## config.mk

```make
export PLATFORM = sky130hd
export DESIGN_NAME = spi_port
export DESIGN_NICKNAME = d
export VERILOG_FILES = /design/src/hw/spi_pkg.sv /design/src/hw/tx_fifo_if.sv /design/src/hw/tx_fifo.sv /design/src/hw/spi_port.sv
export SDC_FILE = /design/constraint.sdc
export NUM_CORES = 1
export LEC_CHECK = 0
export CAP_MARGIN = 20
export CORE_MARGIN = 1
export CORE_UTILIZATION = 65
export DETAILED_ROUTE_END_ITERATION = 10
export DONT_BUFFER_PORTS = 1
export GPL_ROUTABILITY_DRIVEN = 0
export GPL_TIMING_DRIVEN = 0
export PLACE_DENSITY = 0.81
export SLEW_MARGIN = 10
export SYNTH_ARGS = -nofsm -noshare
export SYNTH_HDL_FRONTEND = slang
export SYNTH_SLANG_ARGS = --single-unit
```

## constraint.sdc

```tcl
create_clock -name clk -period 6.4 [get_ports clk]
set_input_delay 1.28 -clock clk [delete_from_list [all_inputs] [get_ports clk]]
set_output_delay 1.28 -clock clk [all_outputs]
set_load 0.01 [all_outputs]
```

## src/hw/spi_pkg.sv

```systemverilog
// constants and types of the serial port
package spi_pkg;
    localparam int          DATA_W      = 8;
    localparam int          FIFO_DEPTH  = 8;
    // bus clock 100 MHz, period in ns
    localparam int          CLK_NS      = 10;
    // half bit periods in bus cycles for each rate code
    localparam logic [6:0]  HALF_BY2    = 7'h01;
    localparam logic [6:0]  HALF_BY8    = 7'h04;
    localparam logic [6:0]  HALF_BY32   = 7'h10;
    localparam logic [6:0]  HALF_BY128  = 7'h40;
    localparam logic [1:0]  RATE_BY2    = 2'h0;
    localparam logic [1:0]  RATE_BY8    = 2'h1;
    localparam logic [1:0]  RATE_BY32   = 2'h2;
    localparam logic [6:0]  DIV_RST     = 7'h00;
    localparam logic [3:0]  LAST_EDGE   = 4'hF;
    localparam logic [3:0]  EDGE_RST    = 4'h0;
    localparam logic [7:0]  SHIFT_RST   = 8'h00;
    localparam logic [7:0]  RX_RST      = 8'h00;
    localparam logic [3:0]  SYNC_RST    = 4'hF;
    localparam logic [2:0]  LAST_BIT    = 3'h7;
    localparam logic [2:0]  BIT_RST     = 3'h0;
    typedef enum logic
    {
        ST_IDLE  = 1'b0,
        ST_SHIFT = 1'b1
    } xfer_state_t;
endpackage

```

## src/hw/tx_fifo_if.sv

```systemverilog
// valid/ready link between the transmit buffer and the port
`timescale 1ns/10ps
interface tx_fifo_if;
    logic [7:0] wdata;
    logic       wvalid;
    logic       wready;
    logic [7:0] rdata;
    logic       rvalid;
    logic       rready;
    modport buffer
    (
        input  wdata, wvalid, rready,
        output wready, rdata, rvalid
    );
    modport user
    (
        output wdata, wvalid, rready,
        input  wready, rdata, rvalid
    );
endinterface

```

## src/hw/tx_fifo.sv

```systemverilog
// flip-flop fifo holding transmit bytes
`timescale 1ns/10ps
module tx_fifo #(
    parameter int WIDTH = 8,
    parameter int DEPTH = 8
) (
    input  wire logic clk,
    input  wire logic rst,
    tx_fifo_if.buffer f
);
    localparam int AW = $clog2(DEPTH);

    logic [WIDTH-1:0] mem_q [DEPTH];
    logic [AW-1:0]    wr_q;
    logic [AW-1:0]    rd_q;
    logic [AW:0]      cnt_q;
    logic [AW:0]      cnt_d;
    logic             room_q;
    logic             push;
    logic             pop;

    assign push    = f.wvalid & room_q;
    assign pop     = f.rready & (cnt_q != '0);
    assign cnt_d   = cnt_q + (AW+1)'(push) - (AW+1)'(pop);
    assign f.wready = room_q;
    assign f.rvalid = (cnt_q != '0);
    assign f.rdata  = mem_q[rd_q];

    always_ff @(posedge clk)
    begin
        if (push)
        begin
            mem_q[wr_q] <= f.wdata;
        end
    end

    always_ff @(posedge clk)
    begin
        if (rst)
        begin
            wr_q   <= '0;
            rd_q   <= '0;
            cnt_q  <= '0;
            room_q <= 1'b1;
        end
        else
        begin
            wr_q   <= push ? AW'(wr_q + 1'b1) : wr_q;
            rd_q   <= pop ? AW'(rd_q + 1'b1) : rd_q;
            cnt_q  <= cnt_d;
            room_q <= (cnt_d != (AW+1)'(DEPTH));
        end
    end
endmodule

```

## src/hw/spi_port.sv

```systemverilog
// serial port: master/slave shifter, rate divider, error flags
`timescale 1ns/10ps
// Operation
// - polarity sets idle level, phase selects format
// - slave drives data out only when selected
// - phase 0: first edge samples, select starts
// - phase 0 slave: select fall presents top bit
// - no shift reload mid-transfer; byte waits
// - phase 1: first clock edge starts transfer
// - phase 1 slave: first edge presents top bit
// - master write of data starts transfer
// - master first half-bit idle or opening edge
// - divider runs only when enabled and master
// - clock edges aligned to bus clock
// - master start delay at most one bit
// - unread data at first sample sets overflow
// - error enable routes overflow and fault to irq
// - fault flag never sets while fault disabled
// - fault when select contradicts role
// - overflow masks further receive interrupts
// - receive full clears: status then data read
// - master select bit picks master or slave
// - rate bits set master shift speed
module spi_port (
    input  wire logic       clk,
    input  wire logic       rst,
    input  wire logic       port_enable_bit,
    input  wire logic       master_select_bit,
    input  wire logic       clk_polarity_bit,
    input  wire logic       clk_phase_bit,
    input  wire logic       rate_select_hi,
    input  wire logic       rate_select_lo,
    input  wire logic       select_fault_enable,
    input  wire logic       error_irq_enable,
    input  wire logic       rx_irq_enable,
    input  wire logic [7:0] tx_data,
    input  wire logic       tx_valid,
    output logic            tx_ready,
    input  wire logic       status_read,
    input  wire logic       data_read,
    input  wire logic       control_write,
    output logic [7:0]      rx_data,
    output logic            rx_full_flag,
    output logic            overflow_flag,
    output logic            select_fault_flag,
    output logic            tx_empty_flag,
    output logic            rx_err_irq,
    input  wire logic       serial_clock_pin_in,
    output logic            serial_clock_pin_out,
    output logic            serial_clock_pin_oe,
    input  wire logic       mosi_in,
    output logic            mosi_out,
    output logic            mosi_oe,
    input  wire logic       miso_in,
    output logic            miso_out,
    output logic            miso_oe,
    input  wire logic       ss_n_in
);
    localparam int LAT_MAX = 128;

    tx_fifo_if            txq ();
    spi_pkg::xfer_state_t st_q;
    spi_pkg::xfer_state_t st_d;
    logic [3:0]           pins;
    logic [3:0]           s1_q;
    logic [3:0]           s2_q;
    logic [3:0]           s3_q;
    logic [6:0]           div_q;
    logic [6:0]           half;
    logic [3:0]           e_q;
    logic [7:0]           sh_q;
    logic [7:0]           sh_d;
    logic [7:0]           rx_byte;
    logic [1:0]           rate;
    logic [1:0]           mcap_q;
    logic [2:0]           rcnt_q;
    logic [7:0]           rsh_q;
    logic                 cap_q, sck_q, dout_q, rd_arm_q, flt_arm_q, ld_q;
    logic                 en, mst, slv, din, sck_s, sck_p, ss_s, ss_p;
    logic                 tick, slv_edge, ss_fall, slv_start, mst_start, start;
    logic                 edge_ev, samp, last, first_samp, abort, pop;
    logic                 mst_fault, slv_fault, fault_set, deliver, ovf_set, cap_ev, rx_done;

    tx_fifo #(
        .WIDTH (spi_pkg::DATA_W),
        .DEPTH (spi_pkg::FIFO_DEPTH)
    ) u_fifo (
        .clk (clk),
        .rst (rst),
        .f   (txq.buffer)
    );

    assign txq.wdata  = tx_data;
    assign txq.wvalid = tx_valid;
    assign txq.rready = pop;
    assign tx_ready   = txq.wready;

    // two-stage synchronisers, third stage for edge finding
    assign pins = {ss_n_in, serial_clock_pin_in, mosi_in, miso_in};
    for (genvar i = 0; i < 4; i++)
    begin : g_sync
        always_ff @(posedge clk)
        begin
            if (rst)
            begin
                s1_q[i] <= spi_pkg::SYNC_RST[i];
                s2_q[i] <= spi_pkg::SYNC_RST[i];
                s3_q[i] <= spi_pkg::SYNC_RST[i];
            end
            else
            begin
                s1_q[i] <= pins[i];
                s2_q[i] <= s1_q[i];
                s3_q[i] <= s2_q[i];
            end
        end
    end

    assign en    = port_enable_bit;
    assign mst   = master_select_bit;
    assign slv   = en & ~mst;
    assign ss_s  = s2_q[3];
    assign ss_p  = s3_q[3];
    assign sck_s = s2_q[2];
    assign sck_p = s3_q[2];
    assign din   = mst ? s2_q[0] : s2_q[1];

    // rate code to half bit period
    assign rate = {rate_select_hi, rate_select_lo};
    assign half = (rate == spi_pkg::RATE_BY2)  ? spi_pkg::HALF_BY2  :
                  (rate == spi_pkg::RATE_BY8)  ? spi_pkg::HALF_BY8  :
                  (rate == spi_pkg::RATE_BY32) ? spi_pkg::HALF_BY32 :
                                                 spi_pkg::HALF_BY128;
    // edges land on bus clock edges, one tick per half bit
    assign tick = en & mst & (div_q == 7'(half - 7'h01));

    always_ff @(posedge clk)
    begin
        if (rst | ~(en & mst))
            div_q <= spi_pkg::DIV_RST;
        else
            div_q <= tick ? spi_pkg::DIV_RST : 7'(div_q + 7'h01);
    end

    // start events
    assign slv_edge  = slv & ~ss_s & (sck_s != sck_p);
    assign ss_fall   = slv & ~ss_s & ss_p;
    assign slv_start = (st_q == spi_pkg::ST_IDLE) &
                       (clk_phase_bit ? (slv_edge & (sck_p == clk_polarity_bit))
                                      : ss_fall);
    // start on any tick: first edge one tick later keeps delay within a bit
    assign mst_start = (st_q == spi_pkg::ST_IDLE) & tick & txq.rvalid
                     & ~select_fault_flag;
    assign start     = mst_start | slv_start;
    assign pop       = (st_q == spi_pkg::ST_IDLE) & txq.rvalid
                     & (mst ? mst_start : (slv & ~ld_q));

    // edge engine shared by master ticks and slave clock edges
    assign edge_ev    = ((st_q == spi_pkg::ST_SHIFT) & (mst ? tick : slv_edge))
                      | (slv_start & clk_phase_bit);
    assign samp       = (e_q[0] == clk_phase_bit);
    assign last       = edge_ev & (e_q == spi_pkg::LAST_EDGE);
    assign first_samp = edge_ev & samp & (e_q == {3'h0, clk_phase_bit});
    assign rx_byte    = {rsh_q[6:0], din};
    assign cap_ev     = mst ? mcap_q[1] : (edge_ev & samp); // master lags two sync cycles
    assign rx_done    = cap_ev & (rcnt_q == spi_pkg::LAST_BIT);

    // mode faults
    assign mst_fault = en & mst & ~ss_s;
    assign slv_fault = slv & ss_s & (st_q == spi_pkg::ST_SHIFT);
    assign fault_set = select_fault_enable & (mst_fault | slv_fault);
    assign abort     = (st_q == spi_pkg::ST_SHIFT) & (~en | slv_fault | fault_set);

    assign ovf_set = (first_samp | rx_done) & rx_full_flag;
    assign deliver = rx_done & ~rx_full_flag & ~overflow_flag;

    always_comb
    begin
        st_d = st_q;
        case (st_q)
            spi_pkg::ST_IDLE:
                if (start & en)
                    st_d = spi_pkg::ST_SHIFT;
            spi_pkg::ST_SHIFT:
                if (abort | last)
                    st_d = spi_pkg::ST_IDLE;
            default:
                st_d = spi_pkg::ST_IDLE;
        endcase
    end

    // shift register: load only while idle, shift on output edges
    assign sh_d = ~en ? spi_pkg::SHIFT_RST :
                  pop ? txq.rdata :
                  (edge_ev & ~samp & (e_q != spi_pkg::EDGE_RST)) ?
                        {sh_q[6:0], cap_q} : sh_q;

    always_ff @(posedge clk)
    begin
        if (rst)
        begin
            st_q   <= spi_pkg::ST_IDLE;
            e_q    <= spi_pkg::EDGE_RST;
            sh_q   <= spi_pkg::SHIFT_RST;
            cap_q  <= 1'b0;
            dout_q <= 1'b0;
            mcap_q <= 2'h0;
            rcnt_q <= spi_pkg::BIT_RST;
            ld_q   <= 1'b0;
        end
        else
        begin
            st_q   <= st_d;
            e_q    <= (st_d == spi_pkg::ST_IDLE) ? spi_pkg::EDGE_RST :
                      edge_ev ? 4'(e_q + 4'h1) : e_q;
            sh_q   <= sh_d;
            cap_q  <= (edge_ev & samp) ? din : cap_q;
            dout_q <= sh_d[7];
            mcap_q <= (en & ~abort) ? {mcap_q[0], mst & edge_ev & samp} : 2'h0;
            rcnt_q <= (~en | abort) ? spi_pkg::BIT_RST : cap_ev ? 3'(rcnt_q + 3'h1) : rcnt_q;
            rsh_q  <= cap_ev ? {rsh_q[6:0], din} : rsh_q;
            ld_q   <= en & (pop | (ld_q & ~last & ~abort));
        end
    end

    // pin drivers
    always_ff @(posedge clk)
    begin
        if (rst)
        begin
            sck_q        <= 1'b0;
            serial_clock_pin_oe <= 1'b0;
            mosi_oe      <= 1'b0;
            miso_oe      <= 1'b0;
        end
        else
        begin
            sck_q        <= ((st_q == spi_pkg::ST_IDLE) | abort) ? clk_polarity_bit :
                            edge_ev ? ~sck_q : sck_q;
            serial_clock_pin_oe <= en & mst;
            mosi_oe      <= en & mst;
            miso_oe      <= slv & ~ss_s;
        end
    end

    assign serial_clock_pin_out = sck_q;
    assign mosi_out = dout_q;
    assign miso_out = dout_q;

    // status flags, set wins over clear
    always_ff @(posedge clk)
    begin
        if (rst)
        begin
            rx_full_flag      <= 1'b0;
            overflow_flag     <= 1'b0;
            select_fault_flag <= 1'b0;
            rd_arm_q          <= 1'b0;
            flt_arm_q         <= 1'b0;
            rx_data           <= spi_pkg::RX_RST;
            tx_empty_flag     <= 1'b1;
            rx_err_irq        <= 1'b0;
        end
        else
        begin
            rx_full_flag  <= deliver | (rx_full_flag & ~(rd_arm_q & data_read));
            overflow_flag <= ovf_set | (overflow_flag & ~(rd_arm_q & data_read));
            rd_arm_q      <= (status_read & (rx_full_flag | overflow_flag))
                           | (rd_arm_q & ~data_read);
            select_fault_flag <= fault_set
                           | (select_fault_flag & ~(flt_arm_q & control_write));
            flt_arm_q     <= (status_read & select_fault_flag)
                           | (flt_arm_q & ~control_write);
            rx_data       <= deliver ? rx_byte : rx_data;
            tx_empty_flag <= ~txq.rvalid;
            rx_err_irq    <= (rx_full_flag & rx_irq_enable & en & ~overflow_flag)
                           | (error_irq_enable & (overflow_flag | select_fault_flag));
        end
    end
endmodule

```

==> reports/summary.md <==
The run finished with clean final reports. In this run the worst hold path is classified as reg -> reg. Synthesis handed over a netlist of 427 instances. Global routing finished with a remaining overflow of 0. Overall power consumption after layout is estimated at 2310 uW. The sequential element share of the synthesized area was 0.620.

The critical path goes through clkbuf_1 -> o2111ai_1 -> a211o_1 -> buf_6 -> o21ai_4 -> buf_2 -> ha_1 -> inv_1 -> ha_1 -> a21o_1 -> a21oi_1 -> xnor2_1 -> nor2_1 -> nand4b_1. For this design, the sink count on the clock tree is 140. Wires add up to 11.3 mm. After clock tree synthesis, the clock-pin slew on the worst setup and hold paths is 0.06 ns.

The number of global-route vias before repair was 3635; the share of synthesized registers carrying an async set or reset was 0. The largest fanout on the critical path is 10. Normalized max-slew margin: 0.344. The tools report the endpoint kind of the worst setup timing path as a flop. The run gives 0.135 as the share of power burned in combinational logic. Setup repair after global routing left no endpoint under its margin. After synthesis, the mean cell area works out to 13.3 sq um. The critical path contains buffers and inverters numbering 4 combined.

Kind of cell with the highest combined delay on the critical path: compound AO/OA/AOI/OAI gates. The starting density of the core was 0.679. In the final routed layout, each cell accounts on average for 20.1 um. The hold buffer count at CTS is 0. By instance count, the cell type seen most on the critical path is sky130_fd_sc_hd__ha_1. The detailed-route via count was 3532; the port buffer count was 0. Max-cap violations in this run came to 0.

The tools report the internal cell power as 1730 uW. The worst setup path is launched from an input port. The final design utilization was 0.769.

The initial antenna violation count was 0; the number of DRC violations after detailed-routing iteration 0 was 343. Final hold analysis gives a worst-case slack of 0.413 ns. The first global-routing pass estimated 17.7 mm of wire. TritonCTS built the clock tree. The die height works out to 95.4 um.

The overall die width was 95.4 um; the switching share of power was 0.250. Post-route antenna net violation count: 0. The post-DP HPWL was 7.08 mm.

VDD sags by at most 0.000300 V. The analysis attributes to cell leakage a power of 0.00235 uW. Yosys mapped a number of flops with a built-in enable equal to 71. The worst setup path is of the in -> reg kind.

By area, the combinational part of the netlist is dominated by multiplexers. The final net count came out at 487. The sequential power share was 0.453. Final hold violation count: 0. The run gives 0 as the warning count from the yosys run. The net count of the mapped netlist was 467. The multiplexer area fraction after synthesis works out to 0.117. The layout overhead on the synthesized area came out at 13.2%.

In this run, synthesis produced a sequential element count of 140. For the count of inserted antenna diode cells, the log shows 0. The fraction of final layout cells sized beyond drive strength 1 is 0.178, and the synthesized-area fraction occupied by adder cells is 0.0300. After floorplanning, the core was divided into 33 placement rows.

Fill cells in the final layout number 496. For the worst setup path, the data arrival time is 4.09 ns. Static timing analysis puts the maximum clock frequency at 0.271 GHz. The post-synthesis share of cell area spent on and, or, nand and nor gates is 0.103.

In this design, the stage delay of the slowest critical-path cell is 0.37 ns. The first TritonRoute pass finished after 5 iterations. Setup violations remaining at the end of the flow were counted as 0.

For the worst setup path, the data required time is 6.80 ns. The net load switching power was 578 uW. The run gives 47 as the number of placed I/O pins. After layout, the minimum clock period comes to 3.69 ns. The synthesized-area fraction occupied by xor and xnor cells was 0.0278; the fraction of the cycle the final worst path needs was 0.576.

The mapped netlist covers 5670 sq um. The post-detailed-route via-to-cell ratio is 6.25. The standard cell with the maximum stage delay on the critical path is sky130_fd_sc_hd__clkbuf_1.

At the pin with the least slew margin, the transition time is 0.981 ns. For this run, the leading register cell type out of synthesis is sky130_fd_sc_hd__edfxtp_1. The clock reaches the later pin of the worst-skew pair after 0.52 ns.

Global routing usage summed across all routing layers: 0.275. Clock skew on the completed layout was measured at 0.00657 ns. The part of the power in the clock network was 0.412; the level count of the clock H-tree was 4. The die outline area was 9090 sq um.

Buffers inserted during clock tree synthesis total 17. The compound-gate portion of the synthesized area came out at 0.0766. Yosys mapped the design onto 53 distinct sky130hd cell types. The maximum clock path buffer count was 2; the post-cts sizing count was 0. CTS placed an instance of sky130_fd_sc_hd__clkbuf_8 at the clock tree root.

In this run the post-CTS setup repair buffer count came out at 0. Pin count of the biggest net entering global routing: 17. The core box area was 8340 sq um. Power spread over the standard cell area amounts to 360 nW/um^2.

The residual DRC count came out at 0. The final-layout setup total negative slack was 0 ns. Total count of max-transition violations in the final report: 0.
synthesized netlist by cell type (2+ instances only):
cell type                  instances  area, sq um
sky130_fd_sc_hd__ha_1             12          150
sky130_fd_sc_hd__nor2b_1           5         31.3
sky130_fd_sc_hd__o21ai_0           8         40.0
sky130_fd_sc_hd__a21oi_1          22          110
sky130_fd_sc_hd__nor3b_1           3         22.5
sky130_fd_sc_hd__mux2_1            8         90.1
sky130_fd_sc_hd__nand2b_1          5         31.3
sky130_fd_sc_hd__or2_2            11         68.8
sky130_fd_sc_hd__dfxtp_1          69         1380
sky130_fd_sc_hd__nor2_1           41          154
sky130_fd_sc_hd__buf_2             4         20.0
sky130_fd_sc_hd__nand3_1           8         40.0
sky130_fd_sc_hd__inv_1            15         56.3
sky130_fd_sc_hd__and3_1            4         25.0
sky130_fd_sc_hd__a211oi_1          4         30.0
sky130_fd_sc_hd__edfxtp_1         71         2130
sky130_fd_sc_hd__a21oi_4           2         32.5
sky130_fd_sc_hd__nand2_1          19         71.3
sky130_fd_sc_hd__buf_4             3         22.5
sky130_fd_sc_hd__xnor2_1           8         70.1
sky130_fd_sc_hd__mux2i_1          20          200
sky130_fd_sc_hd__nor3_1            7         35.0
sky130_fd_sc_hd__xor2_1           10         87.6
sky130_fd_sc_hd__and2_1            4         25.0
sky130_fd_sc_hd__clkbuf_1          8         30.0
sky130_fd_sc_hd__o211ai_1          3         22.5
sky130_fd_sc_hd__mux4_2           16          360
sky130_fd_sc_hd__o21a_1           11         82.6
sky130_fd_sc_hd__and4_1            2         17.5
cells in the final DEF, fill, tap and decap left out, drive strengths merged, types with 8 or more instances in the layout:
master,count
nand2,19
or2,11
inv,18
mux2,9
xor2,10
ha,12
o21ai,10
mux2i,20
nor2,41
a21oi,24
o21a,11
buf,10
mux4,16
dfxtp,69
edfxtp,71
nand3,8
xnor2,8
clkbuf,27
kinds of logic (layout without fill, tap and decap cells):
family                   Yosys count  after routing
multiplexers                      45             45
XOR/XNOR                          18             18
buffers and inverters             32             65
flip-flops                       140            140
AO/OA/AOI/OAI                     62             62
adder cells (fa/ha/maj)           13             13
AND/OR/NAND/NOR                  117            117
power groups by stage:
stage	Clock (uW)	Sequential [uW]	Combinational [uW]
2_1_floorplan	0	1050	232
3_3_place_gp	0	1060	286
3_5_place_dp	0	1060	305
4_1_cts	956	1050	314
5_1_grt	993	1050	343
6_report	952	1040	312
registers in the layout (all words and copies together), names as in the netlist, 2 cells and up, named ones only:
signal	cells
s1_q	4
rsh_q	7
rx_data	8
u_fifo.rd_q	3
sh_q	7
u_fifo.wr_q	3
mcap_q	2
div_q	7
u_fifo.mem_q	64
s2_q	2
rcnt_q	3
e_q	4
u_fifo.cnt_q	4
per-stage QoR:
stage	cells	worst slack, ns	instance area, sq um
floorplan	427	2.58	5670
global placement	532	2.25	5800
detailed placement	533	2.19	5830
CTS	565	2.72	6410
global route	565	2.46	6410
finish	565	2.71	6410
worst reg2reg max path: stages, from the launching register on:
cell,delay (ns)
sky130_fd_sc_hd__dfxtp_1,0.36
sky130_fd_sc_hd__or4_4,0.56
sky130_fd_sc_hd__a211o_1,0.28
sky130_fd_sc_hd__buf_6,0.15
sky130_fd_sc_hd__o21ai_4,0.19
sky130_fd_sc_hd__buf_2,0.28
sky130_fd_sc_hd__ha_1,0.26
sky130_fd_sc_hd__inv_1,0.07
sky130_fd_sc_hd__ha_1,0.27
sky130_fd_sc_hd__a21o_1,0.18
sky130_fd_sc_hd__a21oi_1,0.18
sky130_fd_sc_hd__xnor2_1,0.09
sky130_fd_sc_hd__nor2_1,0.12
sky130_fd_sc_hd__nand4b_1,0.10
per-layer routing:
layer,wire length [um],up-vias,share of wire,GRT usage
met5,0,-,0,0
met4,240,0,0.021,0.136
met3,911,30,0.080,0.0869
met2,5690,165,0.50,0.446
met1,4500,1743,0.40,0.330
li1,-,1594,-,-
cell type report:
cell class	count	area [sq um]	area share
buffer	17	87.6	0.0137
clock buffer	19	447	0.0696
clock inverter	13	139	0.0217
inverter	15	56.3	0.00878
multi-input combinational	255	2030	0.317
sequential	140	3510	0.548
tap	105	131	0.0205
timing repair buffer	1	5.00	0.000780
path summary, 6_finish.rpt:
| path | start | to | slack, ns | cells past startpoint |
|---|---|---|---|---|
| max | master_select_bit | u_fifo.f.wready | 2.71 | 14 |
| min | s1_q[1] | s2_q[1] | 0.41 | 1 |
| max reg2reg | div_q[0] | u_fifo.f.wready | 3.18 | 13 |
| min reg2reg | s1_q[1] | s2_q[1] | 0.41 | 1 |
No activity file was read; power rests on OpenSTA's default activity.
